File: src/shared/hsl_pkg.sv
package hsl_pkg;
  // host port register map
  localparam logic [7:0] HSL_ADDR_SEQ_CTRL = 8'h19;
  localparam logic [7:0] HSL_ADDR_OD_OFFSET = 8'h1A;
  localparam logic [7:0] HSL_ADDR_SP_OFFSET = 8'h1B;
  localparam logic [7:0] HSL_REG_RESET = 8'h00;
  localparam logic [7:0] HSL_READ_UNMAPPED = 8'h00;
  // main repeat field, bits 2-0
  localparam int HSL_MAIN_LSB = 0;
  localparam int HSL_MAIN_W = 3;
  localparam logic [2:0] HSL_MAIN_INFINITE = 3'h7;
  localparam logic [2:0] HSL_PASS_FIRST = 3'h0;
  // slot table
  localparam int HSL_SLOTS = 8;
  localparam int HSL_SLOT_IDX_W = 3;
  localparam int HSL_SLOT_W = 8;
  localparam int HSL_ID_W = 7;
  localparam int HSL_REP_W = 2;
  localparam logic [2:0] HSL_FIRST_SLOT = 3'h0;
  localparam logic [2:0] HSL_LAST_SLOT = 3'h7;
  localparam logic [6:0] HSL_NULL_ID = 7'h00;
  localparam logic [1:0] HSL_REP_FIRST = 2'h0;
  // durations in ms, sample period in ms
  localparam int HSL_DUR_W = 16;
  localparam int HSL_PER_W = 8;
  localparam int HSL_SUM_W = 18;
  localparam logic [15:0] HSL_DUR_MAX = 16'hFFFF;
  localparam logic [15:0] HSL_DUR_ZERO = 16'h0000;
  typedef enum logic [1:0] {HSL_IDLE, HSL_PLAY, HSL_WAIT} hsl_state_t;
endpackage

File: src/design/hsl_seq_loop_offset.sv
`timescale 1ns/1ps
// Notes on behaviour
// (RL1) main repeat field 0 plays sequence once; 1 to 6 add that many passes.
// (RL2) main repeat 7 loops forever; host stops it by trigger or start bit.
// (RL3) a pass plays slots in order, ending at zero identifier or after slot eight.
// (RL4) overdrive offset is signed, scaled by sample period, adjusts overdrive length.
// (RL5) overdrive portion is the sample or samples at the waveform maximum.
// (RL6) overdrive offset applies only in open loop; closed loop ignores it.
// (RL7) positive samples outside overdrive count as positive sustain.
// (RL8) sustain offset is signed, scaled by sample period, adjusts positive sustain length.
// (RL9) slot repeat count N plays that slot N+1 times before advancing.
// (RL10) negative offset larger than portion length clamps duration to zero.
module hsl_seq_loop_offset (
  input wire logic clock,
  input wire logic rst_n,
  input wire logic [7:0] regAddr,
  input wire logic [7:0] regWrData,
  input wire logic regWrEn,
  input wire logic regRdEn,
  output logic [7:0] regRdData,
  input wire logic goBit,
  input wire logic stopTrig,
  input wire logic [hsl_pkg::HSL_SLOTS*hsl_pkg::HSL_SLOT_W-1:0] slotIdFlat,
  input wire logic [hsl_pkg::HSL_SLOTS*hsl_pkg::HSL_REP_W-1:0] slotRepFlat,
  input wire logic effectDone,
  output logic effectStart,
  output logic [hsl_pkg::HSL_ID_W-1:0] effectId,
  output logic [hsl_pkg::HSL_SLOT_IDX_W-1:0] slotIndex,
  output logic seqBusy,
  output logic seqDone,
  input wire logic openLoop,
  input wire logic [hsl_pkg::HSL_PER_W-1:0] samplePeriod,
  input wire logic sampleValid,
  input wire logic signed [7:0] sampleValue,
  input wire logic signed [7:0] waveMax,
  output logic isOverdrive,
  output logic isPosSustain,
  input wire logic [hsl_pkg::HSL_DUR_W-1:0] overdriveBase,
  input wire logic [hsl_pkg::HSL_DUR_W-1:0] posSustainBase,
  output logic [hsl_pkg::HSL_DUR_W-1:0] overdriveDuration,
  output logic [hsl_pkg::HSL_DUR_W-1:0] posSustainDuration
);
  import hsl_pkg::*;

  ////////////////////////////////////////////////////////////////////////////
  function automatic logic [HSL_ID_W-1:0] slotId(
    input logic [HSL_SLOTS*HSL_SLOT_W-1:0] flat,
    input logic [HSL_SLOT_IDX_W-1:0] idx);
    slotId = flat[idx*HSL_SLOT_W +: HSL_ID_W];
  endfunction

  function automatic logic [HSL_REP_W-1:0] slotRep(
    input logic [HSL_SLOTS*HSL_REP_W-1:0] flat,
    input logic [HSL_SLOT_IDX_W-1:0] idx);
    slotRep = flat[idx*HSL_REP_W +: HSL_REP_W];
  endfunction

  // widened signed sum keeps the negative case visible before clamping
  function automatic logic [HSL_DUR_W-1:0] adjDur(
    input logic [HSL_DUR_W-1:0] base,
    input logic signed [7:0] off,
    input logic [HSL_PER_W-1:0] per);
    logic signed [HSL_SUM_W-1:0] prod;
    logic signed [HSL_SUM_W-1:0] sum;
    prod = HSL_SUM_W'(off) * $signed({{(HSL_SUM_W-HSL_PER_W){1'b0}}, per});
    sum = $signed({{(HSL_SUM_W-HSL_DUR_W){1'b0}}, base}) + prod;
    // (RL10) clamp at zero
    if (sum < 0) begin
      adjDur = HSL_DUR_ZERO;
    end else if (sum > $signed({{(HSL_SUM_W-HSL_DUR_W){1'b0}}, HSL_DUR_MAX})) begin
      adjDur = HSL_DUR_MAX;
    end else begin
      adjDur = sum[HSL_DUR_W-1:0];
    end
  endfunction

  ////////////////////////////////////////////////////////////////////////////
  logic [7:0] seqCtrl;
  logic signed [7:0] overdriveOffset;
  logic signed [7:0] posSustainOffset;
  wire logic [HSL_MAIN_W-1:0] mainRepeatCount = seqCtrl[HSL_MAIN_LSB +: HSL_MAIN_W];
  wire logic selCtrl = (regAddr == HSL_ADDR_SEQ_CTRL);
  wire logic selOd = (regAddr == HSL_ADDR_OD_OFFSET);
  wire logic selSp = (regAddr == HSL_ADDR_SP_OFFSET);
  wire logic [7:0] rdMux = selCtrl ? seqCtrl :
                           selOd ? overdriveOffset :
                           selSp ? posSustainOffset : HSL_READ_UNMAPPED;

  always_ff @(posedge clock or negedge rst_n) begin
    if (!rst_n) begin
      seqCtrl <= HSL_REG_RESET;
      overdriveOffset <= HSL_REG_RESET;
      posSustainOffset <= HSL_REG_RESET;
      regRdData <= HSL_REG_RESET;
    end else begin
      if (regWrEn && selCtrl) seqCtrl <= regWrData;
      if (regWrEn && selOd) overdriveOffset <= regWrData;
      if (regWrEn && selSp) posSustainOffset <= regWrData;
      if (regRdEn) regRdData <= rdMux;
    end
  end

  ////////////////////////////////////////////////////////////////////////////
  hsl_state_t state;
  logic [HSL_SLOT_IDX_W-1:0] slot;
  logic [HSL_REP_W-1:0] repDone;
  logic [HSL_MAIN_W-1:0] passCount;
  logic goPrev;
  wire logic goRise = goBit && !goPrev;
  wire logic [HSL_ID_W-1:0] curId = slotId(slotIdFlat, slot);
  wire logic [HSL_REP_W-1:0] curRep = slotRep(slotRepFlat, slot);
  wire logic stopNow = stopTrig || !goBit;
  // (RL3) pass ends at null id or after last slot
  wire logic endPass = !stopNow &&
                       ((state == HSL_PLAY && curId == HSL_NULL_ID) ||
                        (state == HSL_WAIT && effectDone && repDone == curRep &&
                         slot == HSL_LAST_SLOT));
  // (RL1) more passes owed while count below main repeat
  wire logic morePasses = (mainRepeatCount == HSL_MAIN_INFINITE) ||
                          (passCount != mainRepeatCount);

  assign seqBusy = (state != HSL_IDLE);

  always_ff @(posedge clock or negedge rst_n) begin
    if (!rst_n) begin
      state <= HSL_IDLE;
      slot <= HSL_FIRST_SLOT;
      repDone <= HSL_REP_FIRST;
      passCount <= HSL_PASS_FIRST;
      goPrev <= 1'b0;
      effectStart <= 1'b0;
      effectId <= HSL_NULL_ID;
      slotIndex <= HSL_FIRST_SLOT;
      seqDone <= 1'b0;
    end else begin
      goPrev <= goBit;
      effectStart <= 1'b0;
      seqDone <= 1'b0;
      case (state)
        HSL_IDLE: begin
          if (goRise && !stopTrig) begin
            state <= HSL_PLAY;
            slot <= HSL_FIRST_SLOT;
            repDone <= HSL_REP_FIRST;
            passCount <= HSL_PASS_FIRST;
          end
        end
        HSL_PLAY: begin
          // (RL2) host stop ends even an endless loop
          if (stopNow) begin
            state <= HSL_IDLE;
          end else if (endPass) begin
            // (RL2) value seven never runs out of passes
            if (morePasses) begin
              slot <= HSL_FIRST_SLOT;
              repDone <= HSL_REP_FIRST;
              if (mainRepeatCount != HSL_MAIN_INFINITE) passCount <= passCount + 3'h1;
            end else begin
              state <= HSL_IDLE;
              seqDone <= 1'b1;
            end
          end else begin
            effectStart <= 1'b1;
            effectId <= curId;
            slotIndex <= slot;
            state <= HSL_WAIT;
          end
        end
        HSL_WAIT: begin
          if (stopNow) begin
            state <= HSL_IDLE;
          end else if (effectDone) begin
            state <= HSL_PLAY;
            // (RL9) replay slot until N+1 plays
            if (repDone != curRep) begin
              repDone <= repDone + 2'h1;
            end else begin
              repDone <= HSL_REP_FIRST;
              // (RL3) wrap to first slot after the eighth
              slot <= slot + 3'h1;
              if (endPass && morePasses && mainRepeatCount != HSL_MAIN_INFINITE)
                passCount <= passCount + 3'h1;
              if (endPass && !morePasses) begin
                state <= HSL_IDLE;
                seqDone <= 1'b1;
              end
            end
          end
        end
        default: state <= HSL_IDLE;
      endcase
    end
  end

  ////////////////////////////////////////////////////////////////////////////
  // (RL5) overdrive is any sample at the waveform maximum
  wire logic sampleOd = (sampleValue == waveMax);
  // (RL7) remaining positive samples are sustain
  wire logic sampleSp = (sampleValue > 0) && !sampleOd;
  // (RL4) signed overdrive offset times sample period
  // (RL6) closed loop handles overdrive itself, offset bypassed
  wire logic [HSL_DUR_W-1:0] next_odDur = openLoop ?
    adjDur(overdriveBase, overdriveOffset, samplePeriod) : overdriveBase;
  // (RL8) signed sustain offset times sample period
  wire logic [HSL_DUR_W-1:0] next_spDur = adjDur(posSustainBase, posSustainOffset,
                                                 samplePeriod);

  always_ff @(posedge clock or negedge rst_n) begin
    if (!rst_n) begin
      isOverdrive <= 1'b0;
      isPosSustain <= 1'b0;
      overdriveDuration <= HSL_DUR_ZERO;
      posSustainDuration <= HSL_DUR_ZERO;
    end else begin
      if (sampleValid) begin
        isOverdrive <= sampleOd;
        isPosSustain <= sampleSp;
      end
      overdriveDuration <= next_odDur;
      posSustainDuration <= next_spDur;
    end
  end
endmodule

File: config.mk
export PLATFORM = sky130hd
export DESIGN_NAME = hsl_seq_loop_offset
export DESIGN_NICKNAME = d
export VERILOG_FILES = /design/src/shared/hsl_pkg.sv /design/src/design/hsl_seq_loop_offset.sv
export SDC_FILE = /design/constraint.sdc
export NUM_CORES = 1
export LEC_CHECK = 0
export ABC_AREA = 1
export BUFFER_PORTS_ARGS = -buffer_cell sky130_fd_sc_hd__buf_2
export CAP_MARGIN = 30
export CORE_MARGIN = 4
export CORE_UTILIZATION = 35
export CTS_BUF_LIST = sky130_fd_sc_hd__clkbuf_8
export DETAILED_ROUTE_END_ITERATION = 7
export SLEW_MARGIN = 25
export SYNTH_ARGS = -nofsm -noshare
export SYNTH_HDL_FRONTEND = slang
export SYNTH_SLANG_ARGS = --single-unit
File: constraint.sdc
create_clock -name clock -period 5.77 [get_ports clock]
set_input_delay 1.154 -clock clock [delete_from_list [all_inputs] [get_ports clock]]
set_output_delay 1.154 -clock clock [all_outputs]
set_load 0.1 [all_outputs]
# Yosys cells after proc, flatten, opt, wreduce, memory -nomap -nowiden
# Index checks and enable logic that the tools add are counted.
# word_totals
register_bits,89
in_bits,161
out_inout_bits,55
wordCells,141
# op_classes
n_mul,2
n_mux,53
magnitude_cmp,5
add_sub_neg,5
reduce_logical,32
n_bitwise,2
n_eq_ne,23
n_shift,2
# op_table
op,n
$mux W16,5
$shiftx A64 B7 Y7,1
$mux W3,15
$add A17 B17 Y18,2
$gt A18 B17 Y1 const B,2
$lt A18 B1 Y1 const B,2
$mul A8 B9 Y17,2
$mux W2,13
$eq A8 B5 Y1 const B,3
$mux W8,3
$pmux W3 S3,2
$shiftx A16 B5 Y2,1
$logic_and A1 B1 Y1,14
$ne A2 B2 Y1 const B,7
$mux W1,12
$pmux W2 S3,2
$reduce_and A10 Y1,1
$eq A8 B8 Y1,1
$gt A8 B1 Y1 const B,1
$reduce_and A8 Y1,1
$logic_not A7 Y1,1
$reduce_and A7 Y1,1
$add A3 B1 Y3 const B,2
$eq A3 B3 Y1 const B,2
other kinds (17),28

# Depth between registers and ports, before layout
# Gate-level depths: netlist of the first run.
# logic_depth
depth_word,13
ltp_mapped,26
depth_no_buf,24

# Worst setup path after synthesis of the first run
# No wires, ideal clock.
# synth_path
kind,input-to-reg
startpoint,in samplePeriod[1] (netlist name)
endpoint,reg posSustainDuration[5] (netlist name)
n_path_buf,2
arrival_time_ns,5.902
path_stages,22
path_slack_ns,-0.194
required_time_ns,5.708
cell_sequence,clkbuf_1 -> clkbuf_1 -> nand2_1 -> fa_1 -> fa_1 -> inv_1 -> fa_1 -> fa_1 -> fa_1 -> ha_1 -> a21oi_1 -> nand2_1 -> a21oi_1 -> inv_1 -> nand3_1 -> o21ai_1 -> or2_2 -> nand2_4 -> inv_1 -> nand2_1 -> nand2_1 -> inv_1
# synth_between
elab_chain_len,5
word_cells_on_any_way,6
classes_between,1 x add/sub; 1 x mul; 2 x order compare; 2 x mux
# synth_lines
element,line,source
from (decl),hsl_seq_loop_offset.sv:32,"input wire logic [hsl_pkg::HSL_PER_W-1:0] samplePeriod,"
$mul A8 B9 Y17 *,hsl_seq_loop_offset.sv:65,"prod = HSL_SUM_W'(off) * $signed({{(HSL_SUM_W-HSL_PER_W){1'b0}}, per});"
$add A17 B17 Y18 *,hsl_seq_loop_offset.sv:66,"sum = $signed({{(HSL_SUM_W-HSL_DUR_W){1'b0}}, base}) + prod;"
$gt A18 B17 Y1,hsl_seq_loop_offset.sv:70,"end else if (sum > $signed({{(HSL_SUM_W-HSL_DUR_W){1'b0}}, HSL_DUR_MAX})) begin"
$mux W16,hsl_seq_loop_offset.sv:70,
$mux W16 *,hsl_seq_loop_offset.sv:68,if (sum < 0) begin
named net next_spDur[5],hsl_seq_loop_offset.sv:205,"wire logic [HSL_DUR_W-1:0] next_spDur = adjDur(posSustainBase, posSustainOffset,"
to (signal assigned),hsl_seq_loop_offset.sv:220,posSustainDuration <= next_spDur;
to (decl),hsl_seq_loop_offset.sv:41,output logic [hsl_pkg::HSL_DUR_W-1:0] posSustainDuration
# Mark *: on every way through the listed nets, which the timed path passes. The rest lies on a longest branch.
# A chain may end at the register's enable or synchronous reset.

# Worst setup path in the final report of the first run
# layout_path
startpoint,in samplePeriod[0] (netlist name)
endpoint,reg posSustainDuration[8] (netlist name)
# The elaborated chain is that of the path after synthesis.

==> run metrics, run 1 <==
Worst-path clk slew 100 ps; Seq/Total Area, Yosys 21.4%; CP endpoint posSustainDuration[8]; total CTS buffers 9; register bit total from synthesis 89; Hold Crit Class reg -> reg; top post-synthesis cells by area dfrtp_1 21%, fa_1 20%, nand2_1 15%; die height 180 um; WL per Instance 13.5 um; Layout Nets 1949; clock sinks 89; total core area 29000 sq um; crit path max fanout 8; CP required 6100 ps; antenna viol nets, final 0; largest net degree at the start of global routing 49; IO Count 216; number of H-tree levels 3; crit end category flop; DR vias/cell 4.52; Final setup viols 0; total gr overflow 0; DRT Pass-1 Iters 5; die footprint 32500 sq um; worst hold slack 494 ps; Pleak 0.00738 uW; RSZ-0062 raised after global routing no; Synth Flop Type dfrtp_1; Fin. Hold Viols 0; syn nets 1740; Final Max Slew Viols 0; reg2reg path depth 21; Worst Skew 20.7 ps; first-pass GRT wire length 45600 um; Final Wtd Congestion 0.828; vias 8885; Worst IR Drop VDD 0.742 mV; gr usage total 16.8%; hold_buf cts 0; critical path type in -> reg; Max-cap violations 0; startpoint class of the critical path input port; final worst path period need 5480 ps; Syn Area/Cell 7.61 sq um; chip width 180 um; fraction of layout cells with a size suffix above 1 18.7%; cell taking the most area after synthesis dfrtp_1; synthesized cell area 10400 sq um; final wirelength 26500 um; Final Non-Filler Cells 1965; Slew @ Worst Pin 827 ps; initial DRC count 392; clk_lat worst skew 380 ps; CP Data Arrival Time 5800 ps; placed cells 1949; f_max 0.183 GHz; outcome completed; Starting Density 35.8%; antenna violations before repair 2; area delta synth->final 17.1%; post-synth top area share 21.4%; vias in the first global route 9218; Max-slew headroom 44.6%; Yosys warning count 0; row cnt 62; Worst Setup SP samplePeriod[0]; fill cell count 3038; Post-synth EDFFs 0; count of input and output buffers 207; PD cells 561 nW/um^2; drt drc 0; R2R Path Start posSustainOffset[7]; Root Buffer clkbuf_8; CTS tree done; dpl hpwl 22200 um; Gate Count Post-Synth 1367; flop2flop setup slack 540 ps; period utilization 94.9%; Longest Clk Path Bufs 2; Yosys cell types 48; ys async rst share 100%; critical register-to-register path endpoint posSustainDuration[6]
-- through the flow --
step	utilization, %	worst slack (ps)	area [sq um]	TNS, ps	power (uW)
after floorplan	-	2.87	10400	0	5170
after global placement	41.3	-63.5	12000	-778	6330
after detailed placement	41.3	-142	12000	-1940	6380
after CTS	41.9	244	12200	0	6900
after global routing	42.0	9.81	12200	0	7630
final	42.0	294	12200	0	6830
-- worst min path at each step --
stage | to | slack (ps) | cells after the start | startpoint
after floorplan | seqCtrl[3] | 480 | 1 | seqCtrl[3]
after global placement | effectId[4] | 470 | 2 | effectId[4]
after detailed placement | effectId[4] | 480 | 2 | effectId[4]
after CTS | effectId[4] | 500 | 2 | effectId[4]
after global routing | regRdData[0] | 520 | 1 | regRdData[0]
final | effectId[4] | 490 | 2 | effectId[4]
-- report_power, final --
group	switching, uW	internal (uW)
clock	254	205
combinational	3480	1950
sequential	130	804
total	3870	2960
-- layout by cell type (no fill, tap or decap), types with 15 or more instances in the layout --
cell type  instances
buf_4             42
nand2_1          406
inv_1            317
xnor2_1           15
ha_1             109
buf_2            206
xor2_1            20
dfrtp_1           88
nor2_1            37
a21oi_1           23
nand3_1           60
fa_1             103
o21ai_0           45
-- worst max-delay path, stage by stage --
cell,delay [ps]
buf_2,100
inv_1,70
nand2_1,80
fa_1,520
fa_1,560
inv_1,60
fa_1,530
fa_1,590
fa_1,430
ha_1,360
a21oi_1,170
nand2_1,100
a21oi_2,200
inv_1,80
nand3_1,80
o21ai_1,80
or2_2,300
nand2_4,60
inv_1,110
nand2_1,90
nand2_1,50
inv_1,50
-- flip-flops by register name, summed over array words and instances (netlist names), 2 cells and up --
| name | cells |
|---|---|
| posSustainOffset | 8 |
| state | 2 |
| posSustainDuration | 16 |
| slotIndex | 3 |
| regRdData | 8 |
| overdriveOffset | 8 |
| overdriveDuration | 16 |
| effectId | 7 |
| slot | 3 |
| passCount | 3 |
| repDone | 2 |
| seqCtrl | 8 |
-- metal layers --
layer | vias to the layer above | global-route usage, % | part of all wire, % | wire length, um
met2 | 198 | 29.1 | 48 | 12700
met1 | 4152 | 22.0 | 46 | 12200
li1 | 4504 | - | - | -
met3 | 29 | 2.93 | 4.6 | 1210
met5 | - | 0 | 0.030 | 8
met4 | 2 | 4.05 | 1.8 | 472
-- what timing repair did --
item                       CTS  global route
setup endpoints to repair    0             8
resized for setup            0             1
buffers inserted             0             0
-- synthesized netlist by cell type, types with 2 or more instances --
library cell,count
o22ai_1,9
nand2_4,2
a31oi_1,2
nand3b_1,4
mux2_2,8
nor4_1,3
fa_1,103
xor2_1,20
buf_6,9
o22a_1,8
buf_4,2
inv_1,317
nor3_1,5
clkbuf_1,33
xnor2_1,15
nand2_1,406
o21ai_1,13
nand4_1,3
a21oi_1,24
ha_1,109
nand3_1,60
a21o_1,4
or2_2,5
o21ai_0,45
buf_2,6
nor2_1,37
nand2_2,4
dfrtp_1,89
inv_2,3
-- logic make-up (layout without fill, tap and decap cells) --
family	count (synthesis)	count (layout)	synth area share, %
other	0	1	0
buffers and inverters	372	585	14.2
flip-flops	89	89	21.4
XOR/XNOR	36	36	3.11
multiplexers	8	8	0.867
adder cells (fa/ha/maj)	212	212	33.0
AND/OR/NAND/NOR	538	538	21.3
AO/OA/AOI/OAI	112	112	6.11
-- area by class of cell --
class | count | area [sq um] | area share [%]
tap | 384 | 480 | 3.95
clock buffer | 9 | 124 | 1.02
inverter | 321 | 1200 | 9.90
multi-input combinational | 906 | 6690 | 55.0
timing repair buffer | 249 | 1370 | 11.2
sequential | 89 | 2230 | 18.3
clock inverter | 6 | 72.6 | 0.596
antenna | 1 | 2.50 | 0.0206
Power figures use the tool's default switching activity.
==> run 2, diff against run 1 <==
--- a/config.mk
+++ b/config.mk
@@ -6,12 +6,12 @@
 export NUM_CORES = 1
 export LEC_CHECK = 0
 export ABC_AREA = 1
-export BUFFER_PORTS_ARGS = -buffer_cell sky130_fd_sc_hd__buf_2
 export CAP_MARGIN = 30
 export CORE_MARGIN = 4
 export CORE_UTILIZATION = 35
 export CTS_BUF_LIST = sky130_fd_sc_hd__clkbuf_8
 export DETAILED_ROUTE_END_ITERATION = 7
+export DONT_BUFFER_PORTS = 1
 export SLEW_MARGIN = 25
 export SYNTH_ARGS = -nofsm -noshare
 export SYNTH_HDL_FRONTEND = slang
==> run 2 against run 1 <==
Effect of this change: first-iteration DRC count fell by 28%; clock power rose by 9.2%; utilization fell by 4.1 points; worst hold slack got worse by 57 ps; critical path type unchanged; non-clock buffer count fell by 228; largest power group unchanged; register-to-register slack got worse by 80 ps; global-route usage fell by 0.76 points.
==> run metrics, run 2 (synthesis results as in run 1) <==
dpl hpwl 21000 um; Longest Clk Path Bufs 2; critical register-to-register path endpoint posSustainDuration[11]; RSZ-0062 raised after global routing no; CTS tree done; startpoint class of the critical path input port; Slew @ Worst Pin 970 ps; crit path max fanout 15; Worst IR Drop VDD 0.651 mV; vias 8125; die height 180 um; critical path's largest stage delay 580 ps; total CTS buffers 9; largest net degree at the start of global routing 90; met3 WL 1480 um; R2R Path Start posSustainOffset[7]; Hold Crit Class in -> async; first-pass GRT wire length 42900 um; f_max 0.185 GHz; CP cell instances inv_1 > nand2_1 > fa_1 > fa_1 > inv_1 > fa_1 > fa_1 > fa_1 > ha_1 > buf_4 > a21oi_1 > nand2_1 > a21oi_1 > inv_1 > nand3_1 > o21ai_1 > or2_2 > nand2_4 > buf_4 > o21ai_0 > inv_1; CP required 6100 ps; Worst-path clk slew 120 ps; PD cells 603 nW/um^2; die footprint 32500 sq um; antenna viol nets, final 0; DRT Pass-1 Iters 4; slowest CP cell fa_1; chip width 180 um; Final setup viols 0; outcome completed; vias in the first global route 8365; Pleak 0.00645 uW; Layout Nets 1721; number of H-tree levels 3; fraction of layout cells with a size suffix above 1 5.03%; Root Buffer clkbuf_8; critical path type in -> reg; count of input and output buffers 0; Top delay family on crit path adder cells; Flop pwr share 29.7%; most frequent cells in the layout 406 x nand2_1, 317 x inv_1, 109 x ha_1, 103 x fa_1, 88 x dfrtp_1; antenna violations before repair 0; crit end category flop; Max-slew headroom 35.3%; total gr overflow 0; clock group share of total power 7.6%; Max-cap violations 0; DR vias/cell 4.68; met1 WL 11400 um; CP Data Arrival Time 5740 ps; met2 WL 12200 um; Comb pwr share 62.8%; gr usage total 16.1%; final worst path period need 5410 ps; worst path buffer plus inverter count 6; fin util 37.9%; total core area 29000 sq um; period utilization 93.8%; TNS Setup 0 ps; flop2flop setup slack 460 ps; Worst Skew 23.2 ps; area delta synth->final 5.74%; Starting Density 35.8%; WL per Instance 14.7 um; Net Sw Power 3800 uW; IO Count 216; initial DRC count 284; switching share of total power 57.3%; clock sinks 89; commonest non-fill, non-tap cell in the layout nand2_1; Fin. Hold Viols 0; critical path's most frequent cell fa_1; hold_buf cts 0; Top Metal Used met4; row cnt 62; Final Max Slew Viols 0; ANT cells 0; drt drc 0; final wirelength 25600 um; Pint 2830 uW; clk_lat worst skew 390 ps; Final Wtd Congestion 0.827; reg2reg path depth 19; largest registers overdriveDuration (16), posSustainDuration (16)
==> run 2: cell types whose count changed in the layout (fill, tap and decap cells not counted), moves of 2 or more <==
cell | previous run | this run
buf_2 | 206 | 0
buf_4 | 42 | 21
clkinv_4 | 0 | 2
inv_6 | 3 | 0
==> run 2: power groups by stage <==
stage | Sequential (uW) | Combinational (uW) | Clock [uW]
floorplan | 1890 | 3280 | 0
global placement | 1990 | 4120 | 0
detailed placement | 1990 | 4170 | 0
CTS | 1980 | 4220 | 521
global route | 2000 | 4880 | 547
finish | 1970 | 4160 | 501
==> run 2: worst max-delay path by stage <==
| stage | slack, ps | startpoint | endpoint | cells after the start |
|---|---|---|---|---|
| after floorplan | 3 | samplePeriod[4] | posSustainDuration[5] | 22 |
| after global routing | 10 | samplePeriod[0] | posSustainDuration[11] | 20 |
| final | 360 | samplePeriod[0] | posSustainDuration[11] | 21 |
| after detailed placement | -350 | samplePeriod[0] | posSustainDuration[11] | 20 |
| after global placement | -300 | samplePeriod[0] | posSustainDuration[3] | 20 |
| after CTS | 40 | samplePeriod[0] | posSustainDuration[11] | 20 |
==> run 2: final cells by class <==
cell class / count / area (sq um)
Timing Repair Buffer: 21 / 158
Multi-Input combinational cell: 906 / 6700
Clock inverter: 6 / 86.3
Inverter: 321 / 1200
Clock buffer: 10 / 138
Tap cell: 384 / 480
Sequential cell: 89 / 2230
Fill cell: 3049 / 18000
==> run 2: worst register-to-register path, cell delays in order, from the launching register on <==
cell and delay [ps]:
dfrtp_1 580, inv_1 260, nor2_1 230, fa_1 460, fa_1 540, fa_1 530, fa_1 500, ha_1 310
ha_1 330, a21oi_1 180, o21ai_0 110, nand2_1 60, nand3_1 90, nand2_1 80, inv_1 30, o21ai_0 130
nand2_1 120, xnor2_2 450, o21ai_0 190, inv_1 80
==> run 2: routing by layer <==
metal  vias up  track usage, %
met4         0            4.23
met3        32            4.02
met1      3856            20.6
met5         -               0
met2       187            27.1
li1       4050               -
==> run 2: through the flow <==
step                total power (uW)  hold WS, ps  instance area (sq um)  setup slack (ps)  instances
CTS                             6720          408                  11000              40.8       1737
detailed placement              6160          495                  10800              -354       1721
finish                          6630          437                  11000               360       1737
global route                    7430          402                  11000              14.5       1737
floorplan                       5170          480                  10400              2.87       1367
global placement                6110          487                  10800              -301       1721
==> run 2: what timing repair did <==
item                                    4_1_cts  5_1_grt
buffers inserted                              0        0
gates resized for setup                       0        1
endpoints found under the setup margin        0       13
==> run 3, diff against run 2 <==
==> constraint.sdc (replaced) <==
create_clock -name clock -period 5.77 [get_ports clock]
set_input_delay 0.577 -clock clock [delete_from_list [all_inputs] [get_ports clock]]
set_output_delay 0.577 -clock clock [all_outputs]
set_load 0.1 [all_outputs]
==> run 3 against run 2 <==
Effect of this change: register-to-register slack barely moved; utilization fell by 0.49 points; sequential power barely moved; final cell count fell by 0.92%; cell area fell by 1.3%; non-clock buffer count fell by 16.
==> run metrics, run 3 (synthesis results as in run 1) <==
outcome completed; Worst Skew 19.9 ps; count of input and output buffers 0; first-pass GRT wire length 42000 um; total core area 29000 sq um; ANT cells 0; clk_lat worst skew 390 ps; CTS tree done; Sequential Area 2230 sq um; final wirelength 24600 um; critical path's largest stage delay 540 ps; Worst-path clk slew 110 ps; R2R Path Start posSustainOffset[7]; antenna viol nets, final 0; area delta synth->final 4.37%; CP required 6090 ps; fraction of layout cells with a size suffix above 1 4.04%; f_max 0.189 GHz; RSZ-0062 raised after global routing no; period utilization 91.8%; Worst IR Drop VDD 0.550 mV; dpl hpwl 19900 um; antenna violations before repair 0; die footprint 32500 sq um; placement-stage worst setup slack 96.0 ps; total gr overflow 0; Final Wtd Congestion 0.851; Fin. Hold Viols 0; Hold Crit Class in -> async; Root Buffer clkbuf_8; chip width 180 um; PD cells 580 nW/um^2; row cnt 62; crit end category flop; number of H-tree levels 3; final worst path period need 5300 ps; clock sinks 89; die height 180 um; CP Data Arrival Time 5620 ps; WL per Instance 14.3 um; critical path type reg -> reg; Max-slew headroom 34.2%; initial DRC count 320; TNS Setup 0 ps; largest registers overdriveDuration (16), posSustainDuration (16); DR vias/cell 4.64; Starting Density 35.8%; slowest CP cell fa_1; total CTS buffers 9; critical register-to-register path endpoint posSustainDuration[9]; Slew @ Worst Pin 987 ps; most frequent cells in the layout 406 x nand2_1, 318 x inv_1, 109 x ha_1, 103 x fa_1, 85 x dfrtp_1; drt drc 0; commonest non-fill, non-tap cell in the layout nand2_1; reg2reg path depth 19; gr usage total 15.6%; startpoint class of the critical path flop; Longest Clk Path Bufs 2; Post-CTS Setup Repair Bufs 0; crit path max fanout 13; DRT Pass-1 Iters 5; slack of the critical path 475 ps; vias 7981; Pleak 0.00636 uW; area occupied by multi-input gates 6700 sq um; Final Max Slew Viols 0; vias in the first global route 8459; critical path's most frequent cell fa_1; Final setup viols 0; Layout Nets 1705; IO Count 216; largest net degree at the start of global routing 90; flop2flop setup slack 470 ps; Max-cap violations 0; CP cell instances inv_1 > nor2_1 > fa_1 > fa_1 > fa_1 > fa_1 > ha_1 > ha_1 > a21oi_1 > o21ai_0 > nand2_1 > nand3_1 > nand2_1 > inv_1 > o21ai_0 > nand2_1 > xnor2_2 > o21ai_0 > inv_1; fill cell count 3083
==> run 3: changes by cell type in the layout (fill, tap and decap cells not counted), sizes merged <==
cell and change:
buf -16, clkbuf -1, bufinv -1, inv +2
==> run 3: what timing repair did <==
item	CTS	global route
hold buffers	1	0
setup endpoints to repair	0	14
gates resized for setup	0	4
endpoints found under the hold margin	89	0
==> run 3: worst max-delay path by stage <==
stage | start | endpoint | slack [ps] | cells after the start
final | posSustainOffset[7] | posSustainDuration[9] | 470 | 19
after global routing | posSustainOffset[7] | posSustainDuration[4] | 20 | 21
after CTS | posSustainOffset[7] | posSustainDuration[9] | 110 | 19
after detailed placement | samplePeriod[0] | posSustainDuration[9] | 100 | 20
after global placement | samplePeriod[0] | posSustainDuration[1] | 210 | 20
after floorplan | samplePeriod[1] | posSustainDuration[5] | 380 | 22
==> run 3: stage by stage <==
stage / total power (uW) / cells / instance area (sq um) / utilization (%) / hold slack, ps
2_1_floorplan: 5160 / 1367 / 10400 / - / 281
3_3_place_gp: 5840 / 1704 / 10600 / 36.6 / 289
3_5_place_dp: 5890 / 1704 / 10600 / 36.7 / 289
4_1_cts: 6380 / 1721 / 10800 / 37.4 / 95.3
5_1_grt: 7100 / 1721 / 10900 / 37.4 / 116
6_report: 6290 / 1721 / 10900 / 37.4 / 112
==> run 3: final cells by class <==
class                      count  share of cell area (%)
sequential                    89                    20.6
multi-input combinational    906                    61.7
clock inverter                 7                   0.496
tap                          384                    4.43
inverter                     321                    11.1
timing repair buffer           5                   0.530
clock buffer                   9                    1.14
==> run 3: critical path, delay by kind of cell (launching register included) <==
| kind | cells | cell delay [ps] |
|---|---|---|
| buf+inv | 3 | 360 |
| simple gates | 5 | 490 |
| fa+ha+maj | 6 | 2720 |
| xor+xnor | 1 | 470 |
| flops | 1 | 470 |
| compound gates | 4 | 700 |
==> run 3: report_power, final <==
part | total [uW] | internal [uW] | switching [uW]
clock network | 422 | 162 | 260
registers | 1970 | 784 | 1190
logic | 3900 | 1580 | 2310
==> run 3: layer usage <==
metal,up-vias,GRT usage (%),part of all wire (%)
li1,4020,-,-
met1,3742,19.3,43
met2,197,27.4,49
met3,22,4.04,6.9
met4,0,3.66,1.5
met5,-,0,0
